--- src/common/gdi_pkg.sv ---
// Shared constants, bus carriers and state encodings for the bus interface
package gdi_pkg;
  localparam int  DATA_W      = 8;
  localparam int  ERR_W       = 9;
  localparam int  FIFO_DEPTH  = 8;
  // Command bytes seen under attention, parity bit masked off
  localparam logic [7:0] CMD_MASK = 8'h7F;
  localparam logic [7:0] CMD_GTL  = 8'h01;
  localparam logic [7:0] CMD_SDC  = 8'h04;
  localparam logic [7:0] CMD_GET  = 8'h08;
  localparam logic [7:0] CMD_LLO  = 8'h11;
  localparam logic [7:0] CMD_DCL  = 8'h14;
  localparam logic [7:0] CMD_SPE  = 8'h18;
  localparam logic [7:0] CMD_SPD  = 8'h19;
  localparam logic [7:0] CMD_UNL  = 8'h3F;
  localparam logic [7:0] CMD_UNT  = 8'h5F;
  localparam logic [2:0] GRP_LISTEN = 3'h1;
  localparam logic [2:0] GRP_TALK   = 3'h2;
  localparam logic [2:0] GRP_SECOND = 3'h3;
  localparam logic [7:0] EXEC_CHAR   = 8'h58;
  localparam logic [7:0] EXEC_CHAR_L = 8'h78;
  // Address switches
  localparam logic [5:0] ADDR_DEFAULT = 6'h12;
  localparam logic [5:0] ADDR_STD_MAX = 6'h1E;
  localparam logic [5:0] ADDR_MST_MIN = 6'h1E;
  localparam logic [5:0] ADDR_MST_MAX = 6'h3C;
  localparam logic [5:0] ADDR_MST_OFS = 6'h1E;
  localparam logic [5:0] DIGIT_WEIGHT = 6'h0A;
  localparam int  RQS_BIT = 6;
  // Error status word bit positions
  localparam int  ERR_BAD_CMD = 0;
  localparam int  ERR_BAD_OPT = 1;
  localparam int  ERR_MS      = 2;
  localparam int  ERR_NOT_REM = 3;
  localparam int  ERR_EARLY   = 4;
  localparam int  ERR_OVERRUN = 5;
  localparam int  ERR_MEM     = 6;
  localparam int  ERR_CARD    = 7;
  localparam int  ERR_SETUP   = 8;
  localparam logic [ERR_W-1:0] ERR_NONE = 9'h000;

  // Bus lines in asserted-true form
  typedef struct packed {
    logic [7:0] dio;
    logic       dav;
    logic       nrfd;
    logic       ndac;
    logic       eoi;
    logic       atn;
    logic       ifc;
    logic       ren;
  } gdi_bus_in_s;

  typedef struct packed {
    logic [7:0] dio_o;
    logic [7:0] dio_oe;
    logic       dav_o;
    logic       dav_oe;
    logic       nrfd_o;
    logic       nrfd_oe;
    logic       ndac_o;
    logic       ndac_oe;
    logic       eoi_o;
    logic       eoi_oe;
    logic       srq_o;
    logic       srq_oe;
  } gdi_bus_out_s;

  typedef struct packed {
    logic bad_command_fault;
    logic bad_option_fault;
    logic ms_fault;
    logic mem_fault;
    logic card_id_fault;
    logic setup_fault;
  } gdi_fault_in_s;

  typedef enum logic [2:0] {
    ACC_IDLE = 3'b001,
    ACC_RDY  = 3'b010,
    ACC_WAIT = 3'b100
  } gdi_acc_e;

  typedef enum logic [2:0] {
    SRC_IDLE = 3'b001,
    SRC_SDYS = 3'b010,
    SRC_STRS = 3'b100
  } gdi_src_e;
endpackage : gdi_pkg

--- src/logic/gdi_fifo.sv ---
// Synchronous FIFO with valid/ready on both sides
`timescale 1ns/1ps
module gdi_fifo #(
  parameter int WIDTH = 8,
  parameter int DEPTH = 8
) (
  input  wire logic             clk,
  input  wire logic             resetn,
  input  wire logic             flush,
  input  wire logic [WIDTH-1:0] in_data,
  input  wire logic             in_valid,
  output logic                  in_ready,
  output logic      [WIDTH-1:0] out_data,
  output logic                  out_valid,
  input  wire logic             out_ready
);
  localparam int AW = $clog2(DEPTH);
  logic [WIDTH-1:0] mem_reg [DEPTH];
  logic [AW-1:0]    wr_reg;
  logic [AW-1:0]    rd_reg;
  logic [AW:0]      cnt_reg;
  logic             push;
  logic             pop;

  assign in_ready  = (cnt_reg != (AW+1)'(DEPTH));
  assign out_valid = (cnt_reg != '0);
  assign push      = in_valid & in_ready;
  assign pop       = out_valid & out_ready;
  assign out_data  = mem_reg[rd_reg];

  function automatic logic [AW-1:0] bump(input logic [AW-1:0] p);
    bump = (p == (AW)'(DEPTH-1)) ? '0 : p + 1'b1;
  endfunction : bump

  always_ff @(posedge clk) begin
    if (push) begin
      mem_reg[wr_reg] <= in_data;
    end
  end

  always_ff @(posedge clk or negedge resetn) begin
    if (!resetn) begin
      wr_reg  <= '0;
      rd_reg  <= '0;
      cnt_reg <= '0;
    end else if (flush) begin
      wr_reg  <= '0;
      rd_reg  <= '0;
      cnt_reg <= '0;
    end else begin
      if (push) begin
        wr_reg <= bump(wr_reg);
      end
      if (pop) begin
        rd_reg <= bump(rd_reg);
      end
      cnt_reg <= cnt_reg + (AW+1)'(push) - (AW+1)'(pop);
    end
  end
endmodule : gdi_fifo

--- src/logic/gdi_device.sv ---
// Device-side bus interface: handshakes, talker, listener, service request, errors
`timescale 1ns/1ps
module gdi_device #(
  parameter int DATA_W = gdi_pkg::DATA_W,
  parameter int DEPTH  = gdi_pkg::FIFO_DEPTH
) (
  input  wire logic                           clk,
  input  wire logic                           resetn,
  input  wire gdi_pkg::gdi_bus_in_s           bus_i,
  output gdi_pkg::gdi_bus_out_s               bus_o,
  input  wire logic [3:0]                     sw_tens,
  input  wire logic [3:0]                     sw_ones,
  input  wire logic                           unit_master,
  input  wire logic                           unit_slave,
  output logic [DATA_W-1:0]                   rx_data,
  output logic                                rx_valid,
  input  wire logic                           rx_ready,
  input  wire logic [DATA_W-1:0]              tx_data,
  input  wire logic                           tx_eoi,
  input  wire logic                           tx_valid,
  output logic                                tx_ready,
  input  wire logic [DATA_W-1:0]              status_byte,
  input  wire logic                           svc_request,
  input  wire logic                           srq_on_error,
  input  wire gdi_pkg::gdi_fault_in_s         fault_i,
  input  wire logic                           err_clear,
  input  wire logic                           trig_ready,
  input  wire logic                           matrix_ready,
  input  wire logic                           local_key,
  output logic                                talk_active,
  output logic                                listen_active,
  output logic                                remote,
  output logic                                lockout,
  output logic                                dev_clear,
  output logic                                trigger,
  output logic [gdi_pkg::ERR_W-1:0]           error_status_word,
  output logic                                fault_lamp,
  output logic                                addr_valid,
  output logic [4:0]                          my_addr
);
  gdi_pkg::gdi_acc_e    acc_reg;
  gdi_pkg::gdi_src_e    src_reg;
  logic                 addr_cap_reg;
  logic                 addr_ok_reg;
  logic [4:0]           addr_reg;
  logic                 talk_reg;
  logic                 listen_reg;
  logic                 spms_reg;
  logic                 rem_reg;
  logic                 llo_reg;
  logic                 discard_reg;
  logic                 srq_reg;
  logic                 clr_reg;
  logic                 trig_reg;
  logic [gdi_pkg::ERR_W-1:0] err_reg;
  logic [DATA_W-1:0]    dio_reg;
  logic                 eoi_reg;
  logic                 rqs_sent_reg;
  logic                 acc_take;
  logic [7:0]           cmd;
  logic                 is_cmd;
  logic                 is_data;
  logic                 is_exec;
  logic                 mla;
  logic                 mta;
  logic                 dcl_hit;
  logic                 get_hit;
  logic                 trig_ok;
  logic [gdi_pkg::ERR_W-1:0] err_set;
  logic                 fifo_in_ready;
  logic                 fifo_push;
  logic                 src_load;
  logic [6:0]           sw_val;

  function automatic logic [6:0] sw_decode(input logic [3:0] t, input logic [3:0] o);
    sw_decode = 7'(t) * 7'(gdi_pkg::DIGIT_WEIGHT) + {3'h0, o};
  endfunction : sw_decode
  // Addresses are caught once after reset so a changed switch needs a reset
  assign sw_val = sw_decode(sw_tens, sw_ones);
  always_ff @(posedge clk or negedge resetn) begin
    if (!resetn) begin
      addr_cap_reg <= 1'b0;
      addr_ok_reg  <= 1'b0;
      addr_reg     <= gdi_pkg::ADDR_DEFAULT[4:0];
    end else if (!addr_cap_reg) begin
      addr_cap_reg <= 1'b1;
      if (unit_slave) begin
        addr_ok_reg <= 1'b0;
      end else if (unit_master) begin
        addr_ok_reg <= (sw_val >= gdi_pkg::ADDR_MST_MIN) &&
                       (sw_val <= gdi_pkg::ADDR_MST_MAX);
        addr_reg    <= 5'(sw_val - gdi_pkg::ADDR_MST_OFS);
      end else begin
        addr_ok_reg <= (sw_val <= gdi_pkg::ADDR_STD_MAX);
        addr_reg    <= sw_val[4:0];
      end
    end
  end
  // Byte decode at the moment the acceptor takes it
  assign acc_take = (acc_reg == gdi_pkg::ACC_RDY) && bus_i.dav &&
                    (bus_i.atn || fifo_in_ready || discard_reg || !listen_reg);
  assign cmd      = bus_i.dio & gdi_pkg::CMD_MASK;
  assign is_cmd   = acc_take && bus_i.atn && addr_cap_reg;
  assign is_data  = acc_take && !bus_i.atn && listen_reg;
  assign is_exec  = (bus_i.dio == gdi_pkg::EXEC_CHAR) || (bus_i.dio == gdi_pkg::EXEC_CHAR_L);
  // Secondary group falls through every compare below and is ignored
  assign mla      = is_cmd && addr_ok_reg && (cmd[7:5] == gdi_pkg::GRP_LISTEN) &&
                    (cmd[4:0] == addr_reg) && (cmd != gdi_pkg::CMD_UNL);
  assign mta      = is_cmd && addr_ok_reg && (cmd[7:5] == gdi_pkg::GRP_TALK) &&
                    (cmd[4:0] == addr_reg) && (cmd != gdi_pkg::CMD_UNT);
  assign dcl_hit  = is_cmd && ((cmd == gdi_pkg::CMD_DCL) ||
                    (listen_reg && cmd == gdi_pkg::CMD_SDC));
  assign get_hit  = is_cmd && listen_reg && (cmd == gdi_pkg::CMD_GET);
  assign trig_ok  = get_hit && trig_ready;
  // Acceptor handshake; NRFD held in the ready state while the receive buffer is full and ATN is false
  always_ff @(posedge clk or negedge resetn) begin
    if (!resetn) begin
      acc_reg <= gdi_pkg::ACC_IDLE;
    end else begin
      case (acc_reg)
        gdi_pkg::ACC_IDLE: begin
          if (bus_i.atn || listen_reg) begin
            acc_reg <= gdi_pkg::ACC_RDY;
          end
        end
        gdi_pkg::ACC_RDY: begin
          if (bus_i.ifc || !(bus_i.atn || listen_reg)) begin
            acc_reg <= gdi_pkg::ACC_IDLE;
          end else if (acc_take) begin
            acc_reg <= gdi_pkg::ACC_WAIT;
          end
        end
        gdi_pkg::ACC_WAIT: begin
          if (!bus_i.dav) begin
            acc_reg <= gdi_pkg::ACC_IDLE;
          end
        end
        default: acc_reg <= gdi_pkg::ACC_IDLE;
      endcase
    end
  end
  // Talker and listener addressing
  always_ff @(posedge clk or negedge resetn) begin
    if (!resetn) begin
      talk_reg   <= 1'b0;
      listen_reg <= 1'b0;
      spms_reg   <= 1'b0;
    end else if (bus_i.ifc) begin
      talk_reg   <= 1'b0;
      listen_reg <= 1'b0;
      spms_reg   <= 1'b0;
    end else if (is_cmd) begin
      if (mta) begin
        talk_reg   <= 1'b1;
        listen_reg <= 1'b0;
      end else if (cmd == gdi_pkg::CMD_UNT || (is_cmd && cmd[7:5] == gdi_pkg::GRP_TALK)) begin
        talk_reg <= 1'b0;
      end
      if (mla) begin
        listen_reg <= 1'b1;
        talk_reg   <= 1'b0;
      end else if (cmd == gdi_pkg::CMD_UNL) begin
        listen_reg <= 1'b0;
      end
      if (cmd == gdi_pkg::CMD_SPE) begin
        spms_reg <= 1'b1;
      end else if (cmd == gdi_pkg::CMD_SPD) begin
        spms_reg <= 1'b0;
      end
    end
  end
  // Remote/local; remote needs REN plus own listen address
  always_ff @(posedge clk or negedge resetn) begin
    if (!resetn) begin
      rem_reg <= 1'b0;
      llo_reg <= 1'b0;
    end else if (!bus_i.ren) begin
      rem_reg <= 1'b0;
      llo_reg <= 1'b0;
    end else begin
      if (mla) begin
        rem_reg <= 1'b1;
      end else if ((is_cmd && listen_reg && cmd == gdi_pkg::CMD_GTL) ||
                   (local_key && !llo_reg) || bus_i.ifc) begin
        rem_reg <= 1'b0;
      end
      if (is_cmd && cmd == gdi_pkg::CMD_LLO) begin
        llo_reg <= 1'b1;
      end
    end
  end

  // Error sources; hardware set wins over the software clear
  always_comb begin
    err_set                        = gdi_pkg::ERR_NONE;
    err_set[gdi_pkg::ERR_BAD_CMD]  = fault_i.bad_command_fault;
    err_set[gdi_pkg::ERR_BAD_OPT]  = fault_i.bad_option_fault;
    err_set[gdi_pkg::ERR_MS]       = fault_i.ms_fault;
    err_set[gdi_pkg::ERR_MEM]      = fault_i.mem_fault;
    err_set[gdi_pkg::ERR_CARD]     = fault_i.card_id_fault;
    err_set[gdi_pkg::ERR_SETUP]    = fault_i.setup_fault;
    err_set[gdi_pkg::ERR_NOT_REM]  = is_data && is_exec && !rem_reg;
    err_set[gdi_pkg::ERR_OVERRUN]  = get_hit && !trig_ready;
    err_set[gdi_pkg::ERR_EARLY]    = trig_ok && !matrix_ready;
  end

  always_ff @(posedge clk or negedge resetn) begin
    if (!resetn) begin
      err_reg <= gdi_pkg::ERR_NONE;
    end else begin
      err_reg <= ((err_clear || dcl_hit) ? gdi_pkg::ERR_NONE : err_reg) | err_set;
    end
  end

  // Discard data after a bad command, through the next execute char
  always_ff @(posedge clk or negedge resetn) begin
    if (!resetn) begin
      discard_reg <= 1'b0;
    end else if (fault_i.bad_command_fault || fault_i.bad_option_fault) begin
      discard_reg <= 1'b1;
    end else if (dcl_hit || (is_data && is_exec)) begin
      discard_reg <= 1'b0;
    end
  end

  // Service request: user request or error when enabled
  always_ff @(posedge clk or negedge resetn) begin
    if (!resetn) begin
      srq_reg <= 1'b0;
    end else if (svc_request || (srq_on_error && (err_set != gdi_pkg::ERR_NONE))) begin
      srq_reg <= 1'b1;
    end else if (dcl_hit || (rqs_sent_reg && src_reg == gdi_pkg::SRC_STRS && !bus_i.ndac)) begin
      srq_reg <= 1'b0;
    end
  end

  // Device clear and trigger pulses
  always_ff @(posedge clk or negedge resetn) begin
    if (!resetn) begin
      clr_reg  <= 1'b0;
      trig_reg <= 1'b0;
    end else begin
      clr_reg  <= dcl_hit;
      trig_reg <= trig_ok;
    end
  end

  // Source handshake; a status byte replaces user data in serial poll mode
  assign src_load = (src_reg == gdi_pkg::SRC_IDLE) && talk_reg && !bus_i.atn &&
                    (spms_reg || tx_valid);
  assign tx_ready = (src_reg == gdi_pkg::SRC_IDLE) && talk_reg && !bus_i.atn && !spms_reg;

  always_ff @(posedge clk or negedge resetn) begin
    if (!resetn) begin
      src_reg      <= gdi_pkg::SRC_IDLE;
      dio_reg      <= '0;
      eoi_reg      <= 1'b0;
      rqs_sent_reg <= 1'b0;
    end else if (bus_i.atn || !talk_reg || bus_i.ifc) begin
      src_reg <= gdi_pkg::SRC_IDLE;
      eoi_reg <= 1'b0;
    end else begin
      case (src_reg)
        gdi_pkg::SRC_IDLE: begin
          if (src_load) begin
            src_reg <= gdi_pkg::SRC_SDYS;
            if (spms_reg) begin
              dio_reg          <= status_byte;
              dio_reg[gdi_pkg::RQS_BIT] <= srq_reg;
              rqs_sent_reg     <= srq_reg;
              eoi_reg          <= 1'b0;
            end else begin
              dio_reg      <= tx_data;
              rqs_sent_reg <= 1'b0;
              eoi_reg      <= tx_eoi;
            end
          end
        end
        gdi_pkg::SRC_SDYS: begin
          if (!bus_i.nrfd) begin
            src_reg <= gdi_pkg::SRC_STRS;
          end
        end
        gdi_pkg::SRC_STRS: begin
          if (!bus_i.ndac) begin
            src_reg <= gdi_pkg::SRC_IDLE;
            eoi_reg <= 1'b0;
          end
        end
        default: src_reg <= gdi_pkg::SRC_IDLE;
      endcase
    end
  end

  // Receive buffer toward the command parser
  assign fifo_push = is_data && !discard_reg;
  gdi_fifo #(
    .WIDTH (DATA_W),
    .DEPTH (DEPTH)
  ) u_rx_fifo (
    .clk       (clk),
    .resetn    (resetn),
    .flush     (dcl_hit),
    .in_data   (bus_i.dio),
    .in_valid  (fifo_push),
    .in_ready  (fifo_in_ready),
    .out_data  (rx_data),
    .out_valid (rx_valid),
    .out_ready (rx_ready)
  );

  // Open-collector drives; no IFC, REN, ATN or parallel poll output exists
  always_comb begin
    bus_o         = '0;
    bus_o.dio_o   = dio_reg;
    bus_o.dio_oe  = (src_reg != gdi_pkg::SRC_IDLE) ? dio_reg : 8'h00;
    bus_o.dav_o   = 1'b1;
    bus_o.dav_oe  = (src_reg == gdi_pkg::SRC_STRS);
    bus_o.eoi_o   = 1'b1;
    bus_o.eoi_oe  = (src_reg != gdi_pkg::SRC_IDLE) && eoi_reg;
    bus_o.nrfd_o  = 1'b1;
    bus_o.nrfd_oe = (acc_reg == gdi_pkg::ACC_WAIT) ||
                    ((acc_reg == gdi_pkg::ACC_RDY) && !bus_i.atn && !fifo_in_ready);
    bus_o.ndac_o  = 1'b1;
    bus_o.ndac_oe = (acc_reg == gdi_pkg::ACC_RDY);
    bus_o.srq_o   = 1'b1;
    bus_o.srq_oe  = srq_reg;
  end

  assign talk_active       = talk_reg;
  assign listen_active     = listen_reg;
  assign remote            = rem_reg;
  assign lockout           = llo_reg;
  assign dev_clear         = clr_reg;
  assign trigger           = trig_reg;
  assign error_status_word = err_reg;
  assign fault_lamp        = (err_reg != gdi_pkg::ERR_NONE);
  assign addr_valid        = addr_ok_reg;
  assign my_addr           = addr_reg;
endmodule : gdi_device

--- config.mk ---
export PLATFORM = sky130hd
export DESIGN_NAME = gdi_device
export DESIGN_NICKNAME = d
export VERILOG_FILES = /design/src/common/gdi_pkg.sv /design/src/logic/gdi_fifo.sv /design/src/logic/gdi_device.sv
export SDC_FILE = /design/constraint.sdc
export NUM_CORES = 1
export LEC_CHECK = 0
export BUFFER_PORTS_ARGS = -buffer_cell sky130_fd_sc_hd__buf_2
export CORE_MARGIN = 4
export CORE_UTILIZATION = 48
export CTS_CLUSTER_SIZE = 25
export DETAILED_ROUTE_END_ITERATION = 7
export PLACE_DENSITY_LB_ADDON = 0.08
export SLEW_MARGIN = 25
export SYNTH_ARGS = -nofsm -noshare
export SYNTH_HDL_FRONTEND = slang
export SYNTH_SLANG_ARGS = --single-unit
--- constraint.sdc ---
create_clock -name clk -period 5.8 [get_ports clk]
set_input_delay 0.29 -clock clk [delete_from_list [all_inputs] [get_ports clk]]
set_output_delay 0.29 -clock clk [all_outputs]
set_load 0.005 [all_outputs]
==> flow_summary_export.csv <==
group,metric,value,unit
run_status,status,"finished clean",
global_routing,antenna_found_initial,0,
yosys,synth_top_family_by_area,"simple AND/OR/NAND/NOR gates",
detailed_routing,drt-pass1-iter-count,4,
global_routing,grt_pass1_wl,19.65,mm
clock_network,clockBufferDepth,2,
hold_path,hold_path_class,"input pin to async pin",
detailed_routing,wl_met3,960,um
yosys,synth_seq_area_share,0.5723,
detailed_routing,top_layer,"met4",
clock_network,postCtsHoldBufs,0,
die,ios,116,
setup_path,rrSetupSlack,3.31,ns
finish,final_common_cell,"buf_2",
finish,final_nets,630,
finish,antennaDiodeCount,0,
yosys,synth_mux_area_frac,0.1042,
place,gp_congestion,0.8087,
setup_path,path_class,"flop to output port",
timing,fin_crit_sh,0.4444,
setup_path,cp-end-kind,"output port",
power,total_leakage_power,2.838,nW
yosys,synth_fa_ha_area_frac,0.04874,
detailed_routing,drt-met1-wl,5.022,mm
detailed_routing,wl_met2,5.828,mm
timing,fmax,388.0,MHz
yosys,synthXorXnorAreaFrac,0.02347,
timing,worstMarginPinSlew,0.9476,ns
global_routing,grt.total_usage,0.1918,
global_routing,grt_max_degree,52,
yosys,synth_cells,433,
setup_path,startpoint,"u_rx_fifo.rd_reg[0]",
yosys,ys_ff_latch,115,
clock_network,clkTransAtPathRegs,0.05,ns
setup_path,critPathLaunchType,"flop",
detailed_routing,via_per_inst,5.328,
power,power_density,361.4,nW/um^2
setup_path,reg2reg_from,"acc_reg[0]",
finish,fillerInstances,936,
die,rows,39,
yosys,syn_area,5597,sq um
setup_path,cp_max_fo,14,
yosys,ys.flop_type,"edfxtp_1",
timing,setup_viol,0,
die,die_h,116.0,um
die,dieWidth,116.0,um
detailed_routing,drt_iter0_drc,188,
yosys,yosysUniqueCellTypes,59,
yosys,yosys.area_share.simple,0.1469,
yosys,synth-edff-count,64,
clock_network,h-tree-depth,4,
power,peakVddDrop,0.2102,mV
yosys,ys_async_sr_fraction,0.4435,
finish,drive_above_1_share,0.3245,
timing,fin_tns_setup,0,ns
place,dp_hpwl,8.536,mm
place,io_buffers,108,
setup_path,cpPeakStageDelay,0.57,ns
timing,period_minus_slack,2.577,ns
finish,fin_area,6844,sq um
die,core,11420,sq um
timing,finalClockSkew,0.01385,ns
clock_network,cts_buffers,17,
finish,area_delta_synth_final,22.29,%
detailed_routing,wl,11.97,mm
timing,finalHoldViolCount,0,
setup_path,worstPathRequired,5.51,ns
timing,grt_setup_unrepaired,"no",
yosys,ys.warnings.count,0,
yosys,synth_compound_area_frac,0.07467,
clock_network,cts-root-buf,"clkbuf_16",
clock_network,insertion_delay,0.41,ns
setup_path,slowest_stage,"mux4_2",
yosys,avgSynthCellArea,12.93,sq um
setup_path,crit_arrival,2.29,ns
global_routing,grt_pass1_vias,3853,
place,place_area,6274,sq um
run,drv_cap,0,
finish,mostFrequentLayoutCells,"108 x buf_2, 64 x edfxtp_1, 47 x dfrtp_1",
clock_network,cts_resized,0,
detailed_routing,drc,0,
detailed_routing,wl_per_cell,16.93,um
finish,largest_register_ffs,64,
clock_network,cts_sinks,115,
clock_network,cts_tree,"done",
setup_path,crit_chain,"buf_4 -> mux4_2 -> mux2_2 -> buf_2",
detailed_routing,num_vias,3767,
timing,slew_headroom,0.3659,
clock_network,cts_setup_buffers,0,
die,start_util,0.4901,
detailed_routing,ant_nets,0,
setup_path,r2r_cells,5,
timing,slew_violations,0,
global_routing,grt-ovfl-total,0,
die,die-area,13450,sq um
==> critical path, delay by kind of cell, from the launching register on <==
family,cells,cell delay (ns)
flops,1,0.56
buf+inv,2,0.48
mux,2,0.85
==> final timing paths <==
kind,end
max,rx_data[3]
min,dio_reg[1]
max reg2reg,u_rx_fifo.mem_reg[0][6]
min reg2reg,dio_reg[2]
max in group asynchronous,u_rx_fifo.cnt_reg[1]
min in group clk,error_status_word[8]
==> metal layers <==
| layer | up-vias | track usage |
|---|---|---|
| met3 | 12 | 0.06005 |
| met2 | 134 | 0.3088 |
| li1 | 1834 | - |
| met1 | 1787 | 0.2465 |
| met4 | 0 | 0.06883 |
| met5 | - | 0 |
==> layout make-up <==
cell class	count	area [sq um]	share of cell area
Tap cell	143	178.9	0.02614
Multi-Input combinational cell	287	2253	0.3293
Timing Repair Buffer	112	570.5	0.08336
Clock buffer	18	429.2	0.06271
Sequential cell	115	3203	0.4680
Clock inverter	13	137.6	0.02011
Inverter	19	71.32	0.01042
==> synthesized netlist by cell type, types with 3 or more instances <==
master / count / area, sq um
or3_1: 4 / 25.02
ha_1: 17 / 212.7
a21o_1: 9 / 67.56
buf_4: 6 / 45.04
nor3b_1: 6 / 45.04
nand4_1: 3 / 18.77
dfstp_2: 4 / 105.1
nor3_1: 12 / 60.06
inv_1: 19 / 71.32
nor4b_1: 3 / 26.28
xor2_1: 3 / 26.28
a21oi_1: 18 / 90.09
nand3_1: 3 / 15.01
buf_2: 4 / 20.02
nor4_1: 4 / 25.02
clkbuf_1: 5 / 18.77
mux2_2: 10 / 112.6
and2_1: 11 / 68.82
or3b_2: 3 / 26.28
nor2b_1: 5 / 31.28
edfxtp_1: 64 / 1922
mux4_2: 16 / 360.4
nor2_1: 30 / 112.6
xnor2_1: 12 / 105.1
nand3b_1: 3 / 22.52
nand2_1: 32 / 120.1
fa_1: 3 / 60.06
mux2i_1: 11 / 110.1
nand2b_1: 10 / 62.56
o21ai_0: 16 / 80.08
dfrtp_1: 47 / 1176
==> power breakdown <==
part | switching, mW | total (mW) | internal [mW] | leakage [nW]
combinational | 0.217 | 0.502 | 0.285 | 1.35
sequential | 0.0751 | 0.984 | 0.909 | 1.22
clock | 0.359 | 0.987 | 0.628 | 0.274
total | 0.651 | 2.47 | 1.82 | 2.84
==> through the flow <==
step	worst slack [ns]	hold WS, ns	total power, mW	cells	utilization
2_1_floorplan	3.605	-0.005591	1.346	438	-
3_3_place_gp	3.298	0.4507	1.501	676	0.5494
3_5_place_dp	3.262	0.4543	1.514	676	0.5494
4_1_cts	3.154	0.02475	2.508	707	0.5991
5_1_grt	3.015	0.05115	2.615	707	0.5994
6_report	3.223	0.001888	2.473	707	0.5994
==> logic make-up (layout without fill, tap and decap cells) <==
family	count (synthesis)	after routing
other	1	6
muxes	37	37
AOI/OAI and AO/OA	65	65
adders and majority gates	20	20
xor gates and xnor gates	15	15
and+or+nand+nor	144	144
DFF	115	115
buffers and inverters	36	162
(Power assumes the default switching activity.)
